**src/verilog/dcsic_map.svh**
```systemverilog
// register offsets, field positions, reset values and timing counts
`ifndef DCSIC_MAP_SVH
`define DCSIC_MAP_SVH
`define DCSIC_A_STATUS   5'h00
`define DCSIC_A_FIRCTL   5'h01
`define DCSIC_A_FILT     5'h02
`define DCSIC_A_SYNC     5'h03
`define DCSIC_A_CLK      5'h05
`define DCSIC_A_RESTART  5'h08
`define DCSIC_A_MULT     5'h09
`define DCSIC_A_SKEW     5'h0a
`define DCSIC_A_OSC      5'h0b
`define DCSIC_A_SDO      5'h0e
`define DCSIC_B_CONVLOCK 7
`define DCSIC_B_SKEWLOCK 6
`define DCSIC_B_FIRENA   4
`define DCSIC_B_FIR2X4X  5
`define DCSIC_B_HP1      2
`define DCSIC_B_HP0      0
`define DCSIC_B_SOFT_SYNC 1
`define DCSIC_B_SOFT_SEL  0
`define DCSIC_B_DIVDIS   5
`define DCSIC_B_BYPASS   1
`define DCSIC_B_RESTART  3
`define DCSIC_B_HALVE    6
`define DCSIC_R_FIRCTL   8'h10
`define DCSIC_R_FILT     8'hc0
`define DCSIC_R_SYNC     8'h70
`define DCSIC_R_ZERO     8'h00
`define DCSIC_SDO_LOCK   3'h1
`define DCSIC_CLK_NS     4
`define DCSIC_RST_NS     25
`define DCSIC_RST_CYC    ((`DCSIC_RST_NS + `DCSIC_CLK_NS - 1) / `DCSIC_CLK_NS)
`define DCSIC_ALIGN_CYC  50
`define DCSIC_REF_MAX    160
`define DCSIC_HALVE_MHZ  500
`endif

```
**src/verilog/dcsic_pkg.sv**
```systemverilog
// shared types of the converter clock and sync control
package dcsic_pkg;
    typedef enum logic [1:0] {DCSIC_X1, DCSIC_X2, DCSIC_X4} dcsic_mode_t;
    typedef enum logic [2:0] {H_RESET, H_CFG, H_RELEASE, H_POLL, H_PWAIT, H_DIVSYNC, H_WAIT, H_TX} dcsic_hst_t;
endpackage

```
**src/verilog/dcsic_link_if.sv**
```systemverilog
// link between sample source and converter control
`timescale 1ns/1ns
`default_nettype none
interface dcsic_link_if;
    logic        chip_reset_low;
    logic        transmit_sync_input;
    logic        data_clock_pair;
    logic [15:0] sample_bus;
    logic        cfg_we;
    logic        cfg_re;
    logic [4:0]  cfg_addr;
    logic [7:0]  cfg_wdata;
    logic [7:0]  cfg_rdata;
    logic        cfg_rvalid;
    logic        serial_out;
    modport dev (input chip_reset_low, transmit_sync_input, data_clock_pair, sample_bus,
                 cfg_we, cfg_re, cfg_addr, cfg_wdata, output cfg_rdata, cfg_rvalid, serial_out);
    modport host (output chip_reset_low, transmit_sync_input, data_clock_pair, sample_bus,
                  cfg_we, cfg_re, cfg_addr, cfg_wdata, input cfg_rdata, cfg_rvalid, serial_out);
endinterface // dcsic_link_if
`default_nettype wire

```
**src/verilog/dcsic_dev_end.sv**
```systemverilog
// converter end: registers, skew loop, sync, fifo, interpolation, clock ratio
`timescale 1ns/1ns
`default_nettype none
`include "dcsic_map.svh"
module dcsic_dev_end #(
    parameter int         DEPTH        = 8,
    parameter int         LOCK_EDGES   = 16,
    parameter int         PLL_LOCK_CYC = 64,
    parameter logic [2:0] DEV_ID       = 3'h5,   // arbitrary
    parameter logic [1:0] DEV_VER      = 2'h1    // arbitrary
) (
    input  wire logic        clk_i,
    input  wire logic        rst_n_i,
    dcsic_link_if.dev        lnk,
    output logic [15:0]      dac_code_o,
    output logic             skew_lock_o,
    output logic             conv_lock_o,
    output logic             conv_mult_o,
    output logic signed [3:0] ratio_log2_o,
    output logic [1:0]       div_phase_o
);
    localparam int AW = $clog2(DEPTH);

    logic [7:0] fir_ctl, filt_mode, sync_ctl, clk_ctl, skew_restart;
    logic [7:0] mult_div, skew_loop_config, osc_ctl, serial_out_function_select;
    logic sync_m, sync_s, sync_d, dclk_m, dclk_s, dclk_d;
    logic [15:0] bus_m, bus_s;
    logic [7:0] lock_cnt;
    logic [10:0] idle_cnt;
    logic skew_lock, pll_lock;
    logic [11:0] pll_cnt;
    logic [15:0] mem [DEPTH];
    logic [AW-1:0] wr_ptr, rd_ptr;
    logic [1:0] div_cnt;
    logic [15:0] prev, cur, mid_last;

    function automatic logic [15:0] interp(input logic [15:0] a, input logic [15:0] b,
                                           input logic odd, input logic hp);
        logic [16:0] s;
        logic [15:0] v;
        s = {a[15], a} + {b[15], b};
        v = odd ? s[16:1] : b;
        // high-pass flips every other output sample to take the upper image
        interp = (hp && odd) ? 16'(-v) : v;
    endfunction

    function automatic logic [2:0] log_code(input logic [4:0] code, input logic [2:0] top);
        log_code = (code > {2'h0, top}) ? top : code[2:0];
    endfunction

    wire rst     = !rst_n_i || !lnk.chip_reset_low;
    wire wr_fir  = lnk.cfg_we && lnk.cfg_addr == `DCSIC_A_FIRCTL;
    wire wr_filt = lnk.cfg_we && lnk.cfg_addr == `DCSIC_A_FILT;
    wire wr_sync = lnk.cfg_we && lnk.cfg_addr == `DCSIC_A_SYNC;
    wire wr_clk  = lnk.cfg_we && lnk.cfg_addr == `DCSIC_A_CLK;
    wire wr_rst  = lnk.cfg_we && lnk.cfg_addr == `DCSIC_A_RESTART;
    wire wr_mult = lnk.cfg_we && lnk.cfg_addr == `DCSIC_A_MULT;
    wire wr_skew = lnk.cfg_we && lnk.cfg_addr == `DCSIC_A_SKEW;
    wire wr_osc  = lnk.cfg_we && lnk.cfg_addr == `DCSIC_A_OSC;
    wire wr_sdo  = lnk.cfg_we && lnk.cfg_addr == `DCSIC_A_SDO;

    wire [7:0] status_word_first = {pll_lock, skew_lock, 1'b0, DEV_ID, DEV_VER};
    wire [7:0] rd_mux =
        lnk.cfg_addr == `DCSIC_A_STATUS  ? status_word_first :
        lnk.cfg_addr == `DCSIC_A_FIRCTL  ? fir_ctl :
        lnk.cfg_addr == `DCSIC_A_FILT    ? filt_mode :
        lnk.cfg_addr == `DCSIC_A_SYNC    ? sync_ctl :
        lnk.cfg_addr == `DCSIC_A_CLK     ? clk_ctl :
        lnk.cfg_addr == `DCSIC_A_RESTART ? skew_restart :
        lnk.cfg_addr == `DCSIC_A_MULT    ? mult_div :
        lnk.cfg_addr == `DCSIC_A_SKEW    ? skew_loop_config :
        lnk.cfg_addr == `DCSIC_A_OSC     ? osc_ctl :
        lnk.cfg_addr == `DCSIC_A_SDO     ? serial_out_function_select : 8'h00;

    wire restart      = skew_restart[`DCSIC_B_RESTART];
    wire div_dis      = clk_ctl[`DCSIC_B_DIVDIS];
    wire mult_mode    = !clk_ctl[`DCSIC_B_BYPASS];
    wire halve        = osc_ctl[`DCSIC_B_HALVE];
    wire sync_rise    = sync_s && !sync_d;
    wire sync_toggle  = sync_s ^ sync_d;
    wire dclk_edge    = dclk_s ^ dclk_d;
    wire [7:0] lock_target = 8'(LOCK_EDGES) + {4'h0, skew_loop_config[7:4]};
    wire [10:0] idle_limit = 11'h008 << skew_loop_config[2:0];
    // software bit only when selected; multi-device setups keep select at zero
    wire gate = sync_ctl[`DCSIC_B_SOFT_SEL] ? sync_ctl[`DCSIC_B_SOFT_SYNC] : sync_s;
    wire fir_on = fir_ctl[`DCSIC_B_FIRENA];
    dcsic_pkg::dcsic_mode_t mode;
    assign mode = !fir_on ? dcsic_pkg::DCSIC_X1 :
                  filt_mode[`DCSIC_B_FIR2X4X] ? dcsic_pkg::DCSIC_X4 : dcsic_pkg::DCSIC_X2;
    wire slot = (mode == dcsic_pkg::DCSIC_X1) ||
                (mode == dcsic_pkg::DCSIC_X2 && !div_cnt[0]) || (div_cnt == 2'h0);
    wire fifo_empty = rd_ptr == wr_ptr;
    wire take = gate && slot && !fifo_empty;
    wire [15:0] mid = interp(prev, cur, div_cnt[1], filt_mode[`DCSIC_B_HP0]);
    wire [15:0] next_code =
        mode == dcsic_pkg::DCSIC_X1 ? cur :
        mode == dcsic_pkg::DCSIC_X2 ? interp(prev, cur, div_cnt[0], filt_mode[`DCSIC_B_HP1]) :
        interp(mid_last, mid, div_cnt[0], filt_mode[`DCSIC_B_HP1]);
    wire [2:0] n_log = log_code({2'h0, mult_div[2:0]}, 3'h3);
    wire [2:0] m_log = log_code(mult_div[7:3], 3'h5);
    wire signed [3:0] next_ratio = 4'($signed({1'b0, m_log}) - $signed({1'b0, n_log}) -
                                      $signed({3'h0, halve}));
    wire pll_touch = wr_mult || wr_osc || wr_clk;

    always_ff @(posedge clk_i) begin
        if (rst) begin
            fir_ctl <= `DCSIC_R_FIRCTL;
            filt_mode <= `DCSIC_R_FILT;
            sync_ctl <= `DCSIC_R_SYNC;
            clk_ctl <= `DCSIC_R_ZERO;
            skew_restart <= `DCSIC_R_ZERO;
            mult_div <= `DCSIC_R_ZERO;
            skew_loop_config <= `DCSIC_R_ZERO;
            osc_ctl <= `DCSIC_R_ZERO;
            serial_out_function_select <= `DCSIC_R_ZERO;
        end else begin
            if (wr_fir) fir_ctl <= lnk.cfg_wdata;
            if (wr_filt) filt_mode <= lnk.cfg_wdata;
            if (wr_sync) sync_ctl <= lnk.cfg_wdata;
            if (wr_clk) clk_ctl <= lnk.cfg_wdata;
            if (wr_rst) skew_restart <= lnk.cfg_wdata;
            if (wr_mult) mult_div <= lnk.cfg_wdata;
            if (wr_skew) skew_loop_config <= lnk.cfg_wdata;
            if (wr_osc) osc_ctl <= lnk.cfg_wdata;
            if (wr_sdo) serial_out_function_select <= lnk.cfg_wdata;
        end
    end

    always_ff @(posedge clk_i) begin
        if (rst) begin
            lnk.cfg_rdata <= 8'h00;
            lnk.cfg_rvalid <= 1'b0;
            lnk.serial_out <= 1'b0;
        end else begin
            lnk.cfg_rdata <= lnk.cfg_re ? rd_mux : 8'h00;
            lnk.cfg_rvalid <= lnk.cfg_re;
            lnk.serial_out <= serial_out_function_select[7:5] == `DCSIC_SDO_LOCK && skew_lock;
        end
    end

    // two stages on the sync, data clock and sample bus inputs; data bus shares the clock path delay
    always_ff @(posedge clk_i) begin
        if (rst) begin
            sync_m <= 1'b0;
            sync_s <= 1'b0;
            sync_d <= 1'b0;
            dclk_m <= 1'b0;
            dclk_s <= 1'b0;
            dclk_d <= 1'b0;
            bus_m <= 16'h0000;
            bus_s <= 16'h0000;
        end else begin
            sync_m <= lnk.transmit_sync_input;
            sync_s <= sync_m;
            sync_d <= sync_s;
            dclk_m <= lnk.data_clock_pair;
            dclk_s <= dclk_m;
            dclk_d <= dclk_s;
            bus_m <= lnk.sample_bus;
            bus_s <= bus_m;
        end
    end

    // skew loop: counts data clock edges to lock, drops on a stalled clock
    always_ff @(posedge clk_i) begin
        if (rst || restart) begin
            lock_cnt <= 8'h00;
            idle_cnt <= 11'h000;
            skew_lock <= 1'b0;
        end else if (dclk_edge) begin
            idle_cnt <= 11'h000;
            if (!skew_lock && lock_cnt == lock_target) skew_lock <= 1'b1;
            else if (!skew_lock) lock_cnt <= lock_cnt + 8'h01;
        end else if (idle_cnt == idle_limit) begin
            lock_cnt <= 8'h00;
            skew_lock <= 1'b0;
        end else begin
            idle_cnt <= idle_cnt + 11'h001;
        end
    end

    always_ff @(posedge clk_i) begin
        if (dclk_edge && skew_lock) mem[wr_ptr] <= bus_s;
    end

    always_ff @(posedge clk_i) begin
        if (rst) begin
            wr_ptr <= '0;
            rd_ptr <= '0;
            div_cnt <= 2'h0;
        end else begin
            if (dclk_edge && skew_lock) wr_ptr <= wr_ptr + 1'b1;
            if (sync_rise && div_dis) rd_ptr <= wr_ptr - AW'(fir_ctl[2:0]);
            else if (take) rd_ptr <= rd_ptr + 1'b1;
            if (sync_toggle && !div_dis) div_cnt <= 2'h0;
            else div_cnt <= div_cnt + 2'h1;
        end
    end

    // prev and cur step only on divider slots that find a word in the fifo, so latency follows the fifo fill
    always_ff @(posedge clk_i) begin
        if (rst) begin
            prev <= 16'h0000;
            cur <= 16'h0000;
            mid_last <= 16'h0000;
            dac_code_o <= 16'h0000;
        end else begin
            if (take) prev <= cur;
            if (take) cur <= mem[rd_ptr];
            if (div_cnt[0]) mid_last <= mid;
            dac_code_o <= gate ? next_code : 16'h0000;
        end
    end

    // multiplier model: lock after settings stay untouched long enough
    always_ff @(posedge clk_i) begin
        if (rst || pll_touch || !mult_mode) begin
            pll_cnt <= 12'h000;
            pll_lock <= 1'b0;
        end else if (pll_cnt == 12'(PLL_LOCK_CYC)) begin
            pll_lock <= 1'b1;
        end else begin
            pll_cnt <= pll_cnt + 12'h001;
        end
    end

    always_ff @(posedge clk_i) begin
        if (rst) begin
            skew_lock_o <= 1'b0;
            conv_lock_o <= 1'b0;
            conv_mult_o <= 1'b0;
            ratio_log2_o <= 4'sh0;
            div_phase_o <= 2'h0;
        end else begin
            skew_lock_o <= skew_lock;
            conv_lock_o <= mult_mode ? pll_lock : 1'b1;
            conv_mult_o <= mult_mode;
            ratio_log2_o <= mult_mode ? next_ratio : 4'sh0;
            div_phase_o <= div_cnt;
        end
    end
endmodule // dcsic_dev_end
`default_nettype wire

```
**src/flat_wrapper.sv**
```systemverilog
// flat-port wrapper written by rule: the top's interface ports become plain ports
module dcsic_dev_end_flat 
#(
    parameter int         DEPTH        = 8,
    parameter int         LOCK_EDGES   = 16,
    parameter int         PLL_LOCK_CYC = 64,
    parameter logic [2:0] DEV_ID       = 3'h5,               
    parameter logic [1:0] DEV_VER      = 2'h1                
)
  (clk_i, rst_n_i, dac_code_o, skew_lock_o, conv_lock_o, conv_mult_o, ratio_log2_o, div_phase_o, lnk_chip_reset_low, lnk_transmit_sync_input, lnk_data_clock_pair, lnk_sample_bus, lnk_cfg_we, lnk_cfg_re, lnk_cfg_addr, lnk_cfg_wdata, lnk_cfg_rdata, lnk_cfg_rvalid, lnk_serial_out);
  dcsic_link_if lnk_i ();
  input  wire logic clk_i;
  input  wire logic rst_n_i;
  output logic [15:0] dac_code_o;
  output logic skew_lock_o;
  output logic conv_lock_o;
  output logic conv_mult_o;
  output logic signed [3:0] ratio_log2_o;
  output logic [1:0] div_phase_o;
  input wire logic [$bits(lnk_i.chip_reset_low)-1:0] lnk_chip_reset_low;
  input wire logic [$bits(lnk_i.transmit_sync_input)-1:0] lnk_transmit_sync_input;
  input wire logic [$bits(lnk_i.data_clock_pair)-1:0] lnk_data_clock_pair;
  input wire logic [$bits(lnk_i.sample_bus)-1:0] lnk_sample_bus;
  input wire logic [$bits(lnk_i.cfg_we)-1:0] lnk_cfg_we;
  input wire logic [$bits(lnk_i.cfg_re)-1:0] lnk_cfg_re;
  input wire logic [$bits(lnk_i.cfg_addr)-1:0] lnk_cfg_addr;
  input wire logic [$bits(lnk_i.cfg_wdata)-1:0] lnk_cfg_wdata;
  output wire logic [$bits(lnk_i.cfg_rdata)-1:0] lnk_cfg_rdata;
  output wire logic [$bits(lnk_i.cfg_rvalid)-1:0] lnk_cfg_rvalid;
  output wire logic [$bits(lnk_i.serial_out)-1:0] lnk_serial_out;
  assign lnk_i.chip_reset_low = lnk_chip_reset_low;
  assign lnk_i.transmit_sync_input = lnk_transmit_sync_input;
  assign lnk_i.data_clock_pair = lnk_data_clock_pair;
  assign lnk_i.sample_bus = lnk_sample_bus;
  assign lnk_i.cfg_we = lnk_cfg_we;
  assign lnk_i.cfg_re = lnk_cfg_re;
  assign lnk_i.cfg_addr = lnk_cfg_addr;
  assign lnk_i.cfg_wdata = lnk_cfg_wdata;
  assign lnk_cfg_rdata = lnk_i.cfg_rdata;
  assign lnk_cfg_rvalid = lnk_i.cfg_rvalid;
  assign lnk_serial_out = lnk_i.serial_out;
  dcsic_dev_end #(.DEPTH(DEPTH), .LOCK_EDGES(LOCK_EDGES), .PLL_LOCK_CYC(PLL_LOCK_CYC), .DEV_ID(DEV_ID), .DEV_VER(DEV_VER)) u_core (.clk_i(clk_i), .rst_n_i(rst_n_i), .lnk(lnk_i), .dac_code_o(dac_code_o), .skew_lock_o(skew_lock_o), .conv_lock_o(conv_lock_o), .conv_mult_o(conv_mult_o), .ratio_log2_o(ratio_log2_o), .div_phase_o(div_phase_o));
endmodule
```
**config.mk**
```make
export PLATFORM = sky130hd
export DESIGN_NAME = dcsic_dev_end_flat
export DESIGN_NICKNAME = d
export VERILOG_FILES = /design/src/verilog/dcsic_pkg.sv /design/src/verilog/dcsic_link_if.sv /design/src/verilog/dcsic_dev_end.sv /design/src/flat_wrapper.sv
export VERILOG_INCLUDE_DIRS = /design/src /design/src/verilog
export SDC_FILE = /design/constraint.sdc
export NUM_CORES = 1
export LEC_CHECK = 0
export BUFFER_PORTS_ARGS = -buffer_cell sky130_fd_sc_hd__buf_2
export CORE_ASPECT_RATIO = 0.7
export CORE_MARGIN = 2
export CORE_UTILIZATION = 60
export CTS_CLUSTER_DIAMETER = 60
export DETAILED_ROUTE_END_ITERATION = 6
export GPL_TIMING_DRIVEN = 0
export PLACE_DENSITY = 0.86
export SETUP_SLACK_MARGIN = 0.1
export SYNTH_ARGS = -nofsm -noshare
export SYNTH_HDL_FRONTEND = slang
export SYNTH_SLANG_ARGS = --single-unit
export TNS_END_PERCENT = 50
```
**constraint.sdc**
```tcl
create_clock -name clk_i -period 8.5 [get_ports clk_i]
set_input_delay 1.275 -clock clk_i [delete_from_list [all_inputs] [get_ports clk_i]]
set_output_delay 1.275 -clock clk_i [all_outputs]
set_load 0.01 [all_outputs]
```
==> impl_metrics.json <==
{
  "outcome": "complete, but fails checks",
  "violations": "design-rule violations",
  "p_comb_share_pct": 4.5,
  "synth_most_common_cell": "dfxtp_1",
  "cts.sinks": 362,
  "synth_edf_count": 128,
  "area_delta_synth_final_pct": 12.20,
  "ys_ff_latch": 362,
  "setup_viol": 0,
  "nets": 2052,
  "timing.rr.end": "u_core.dac_code_o[15]",
  "tightest_slew_ps": 1108,
  "grt_usage_pct": 33.79,
  "place_inst": 2311,
  "ys_seq_area_share_pct": 47.29,
  "post-route-period-util_pct": 83.88,
  "cp-endpoint": "u_core.dac_code_o[15]",
  "worstSetupStartpoint": "u_core.cur[1]",
  "power_frac_seq_pct": 49.5,
  "wirelength_mm": 53.37,
  "end_kind": "flip-flop",
  "async_flop_share_pct": 0,
  "cts_buffers": 37,
  "drive_above_1_share_pct": 10.88,
  "vdd_drop_max_v": 0.0002031,
  "viasPerCell": 6.591,
  "ys_types": 92,
  "layout_min_cycle_time_ps": 7130,
  "post-cts-setup-buffer-count": 0,
  "syn_inst": 1856,
  "skew_ps": 21.58,
  "overflow": 0,
  "drtPass1Iterations": 7,
  "die_h_microns": 149.1,
  "vias": 15680,
  "fill_cells": 2206,
  "synth.cell_area_sq_um": 18030,
  "crit_type": "flip-flop to flip-flop",
  "postRouteAntennaNets": 0,
  "die_area_sq_um": 31480,
  "max_cap_viol_count": 0,
  "cp.arrival_ps": 7510,
  "wl_per_cell_microns": 22.43,
  "rsz0062_at_grt": "false",
  "synth_top_cell_by_area": "dfxtp_1",
  "yosysWarnings": 0,
  "clock_path_buffers": 3,
  "cts_tree": "done",
  "diodes": 0,
  "synth.top_cell.area_share_pct": 25.98,
  "leakagePower_nw": 7.233,
  "fin_util_pct": 67.95,
  "critical_path_required_ps": 8880,
  "slew-limit-headroom_pct": 25.76,
  "power.internal_mw": 2.771,
  "critPathLaunchType": "flip-flop",
  "switchingPower_uw": 860.4,
  "drt_iter0_markers": 2239,
  "cellPowerDensity_nw_per_um2": 179.5,
  "r2r-start": "u_core.cur[1]",
  "io_pins": 71,
  "ff2ff_setup_slack_ps": 1370,
  "clockRootBuffer": "clkbuf_16",
  "finalHoldViolations": 0,
  "p_sw_share_pct": 23.69,
  "ys_top_cells_by_area": "dfxtp_1 (26%), edfxtp_1 (21%), a21oi_1 (4.2%)",
  "synth.avg_cell_area_sq_um": 9.716,
  "multiInputGateArea_sq_um": 8944,
  "drc_errors": 1,
  "clockPowerShare_pct": 46.0,
  "path_max_fanout": 8,
  "stdcell_count": 2379,
  "grt_pass1_vias": 14830,
  "grt_pass1_wl_mm": 82.41,
  "cts-resized-gates": 0,
  "start_util_pct": 60.57,
  "die_w_microns": 211.2,
  "placed_cell_area_sq_um": 18970,
  "core-area_sq_um": 29770,
  "antenna_found_initial": 0,
  "place.gp.congestion": 0.9797,
  "synth_commonest_cells": "dfxtp_1 (234), nor2_1 (187), nand2_1 (165)",
  "clkLatencyLatePin_ps": 560,
  "regArea_sq_um": 8528,
  "numPortBuffers": 61,
  "hold_path.class": "flip-flop to flip-flop",
  "setup_tns_ps": 0,
  "dp_hpwl_mm": 37.54,
  "ys.flop_type": "dfxtp_1",
  "std_cell_rows": 53,
  "grt_max_degree": 17,
  "drv_slew": 0,
  "htreeDepth": 2,
  "cts_hold_buf": 0,
  "maxClockFrequency_mhz": 140.3,
  "stdcell_area_sq_um": 20230,
  "rr_worst_depth": 20,
  "synth_nets": 1943,
  "path_clk_slew_ps": 70
}
worst max-delay path, stage by stage (launching register included):
cell and delay (ps):
dfxtp_1 600, inv_1 190, fa_1 490, nand2b_1 200
a21oi_1 360, a21o_1 200, o2111ai_1 380, nor4_1 870
nor4bb_1 510, o21ai_0 190, and2_1 210, ha_1 350
and2_1 170, nand2_1 80, a211oi_1 410, nor3_1 130
xnor2_1 170, or3_1 410, a21oi_1 330, nand4b_1 160
o311ai_1 540
cells in the final DEF (no fill, tap or decap), types with 47 or more instances in the layout:
cell type and count:
dfxtp_1 234, nor2_1 181, nand2_1 165, a21oi_1 152, edfxtp_1 128, clkbuf_1 102, nand3_1 93, o21ai_0 71
mux2i_1 69, buf_2 68, and3_1 47
metal layers:
metal / up-vias / wire length (microns) / global-route usage, %
li1: 7027 / - / -
met1: 7495 / 22540 / 48.08
met2: 975 / 22950 / 50.92
met3: 183 / 5852 / 7.347
met4: 0 / 2021 / 12.43
met5: - / 0 / 0
area by class of cell:
cell class / count / share of cell area [%]
clock inverters: 22 / 1.255
flip-flops and latches: 362 / 42.15
multi-input cells: 1338 / 44.20
clock buffers: 46 / 4.990
plain buffers: 121 / 2.288
repair buffers: 70 / 2.084
well taps: 385 / 2.381
inverters: 35 / 0.6493
cells by family after synthesis:
| kind of cell | after synthesis | share of synthesized area (%) |
|---|---|---|
| simple gates | 674 | 18.19 |
| compound gates | 427 | 15.38 |
| other cells | 1 | 0.02079 |
| mux | 108 | 8.263 |
| xor+xnor | 77 | 3.816 |
| buf+inv | 156 | 3.296 |
| flops | 362 | 47.29 |
| fa+ha+maj | 51 | 3.747 |
metrics by stage:
stage | setup slack [ps] | hold slack [ps] | power [mW]
floorplan | 3397 | 435.7 | 1.934
global placement | 1891 | 442.5 | 1.986
detailed placement | 1738 | 451.0 | 1.990
CTS | 1656 | 461.3 | 3.638
global route | 1121 | 471.7 | 3.724
finish | 1370 | 460.3 | 3.631
registers in the layout (all words and copies together), names as in the netlist, 8 cells and up:
signal,count
u_core.skew_restart,8
u_core.cur,16
u_core.bus_s,16
u_core.clk_ctl,8
u_core.mem,128
u_core.dac_code_o,16
u_core.lnk.cfg_rdata,8
u_core.idle_cnt,11
u_core.sync_ctl,8
u_core.osc_ctl,8
u_core.bus_m,16
u_core.serial_out_function_select,8
u_core.mult_div,8
u_core.prev,16
u_core.lock_cnt,8
u_core.skew_loop_config,8
u_core.pll_cnt,12
u_core.fir_ctl,8
u_core.mid_last,16
u_core.filt_mode,8
power by group through the flow:
stage | clock [mW] | sequential (mW) | combinational (mW)
2_1_floorplan | 0 | 1.83 | 0.0996
5_1_grt | 1.75 | 1.80 | 0.172
4_1_cts | 1.69 | 1.80 | 0.155
6_report | 1.67 | 1.80 | 0.162
3_3_place_gp | 0 | 1.84 | 0.151
3_5_place_dp | 0 | 1.84 | 0.153
how the worst min path moves through the flow:
stage,from,endpoint,slack [ps],cells past startpoint
5_1_grt,u_core.filt_mode[3],u_core.filt_mode[3],470,2
3_3_place_gp,u_core.filt_mode[1],u_core.filt_mode[1],440,2
2_1_floorplan,u_core.skew_loop_config[3],u_core.skew_loop_config[3],440,2
6_report,u_core.fir_ctl[7],u_core.fir_ctl[7],460,2
4_1_cts,u_core.fir_ctl[7],u_core.fir_ctl[7],460,2
3_5_place_dp,u_core.skew_restart[1],u_core.skew_restart[1],450,2
(Power assumes the default switching activity.)
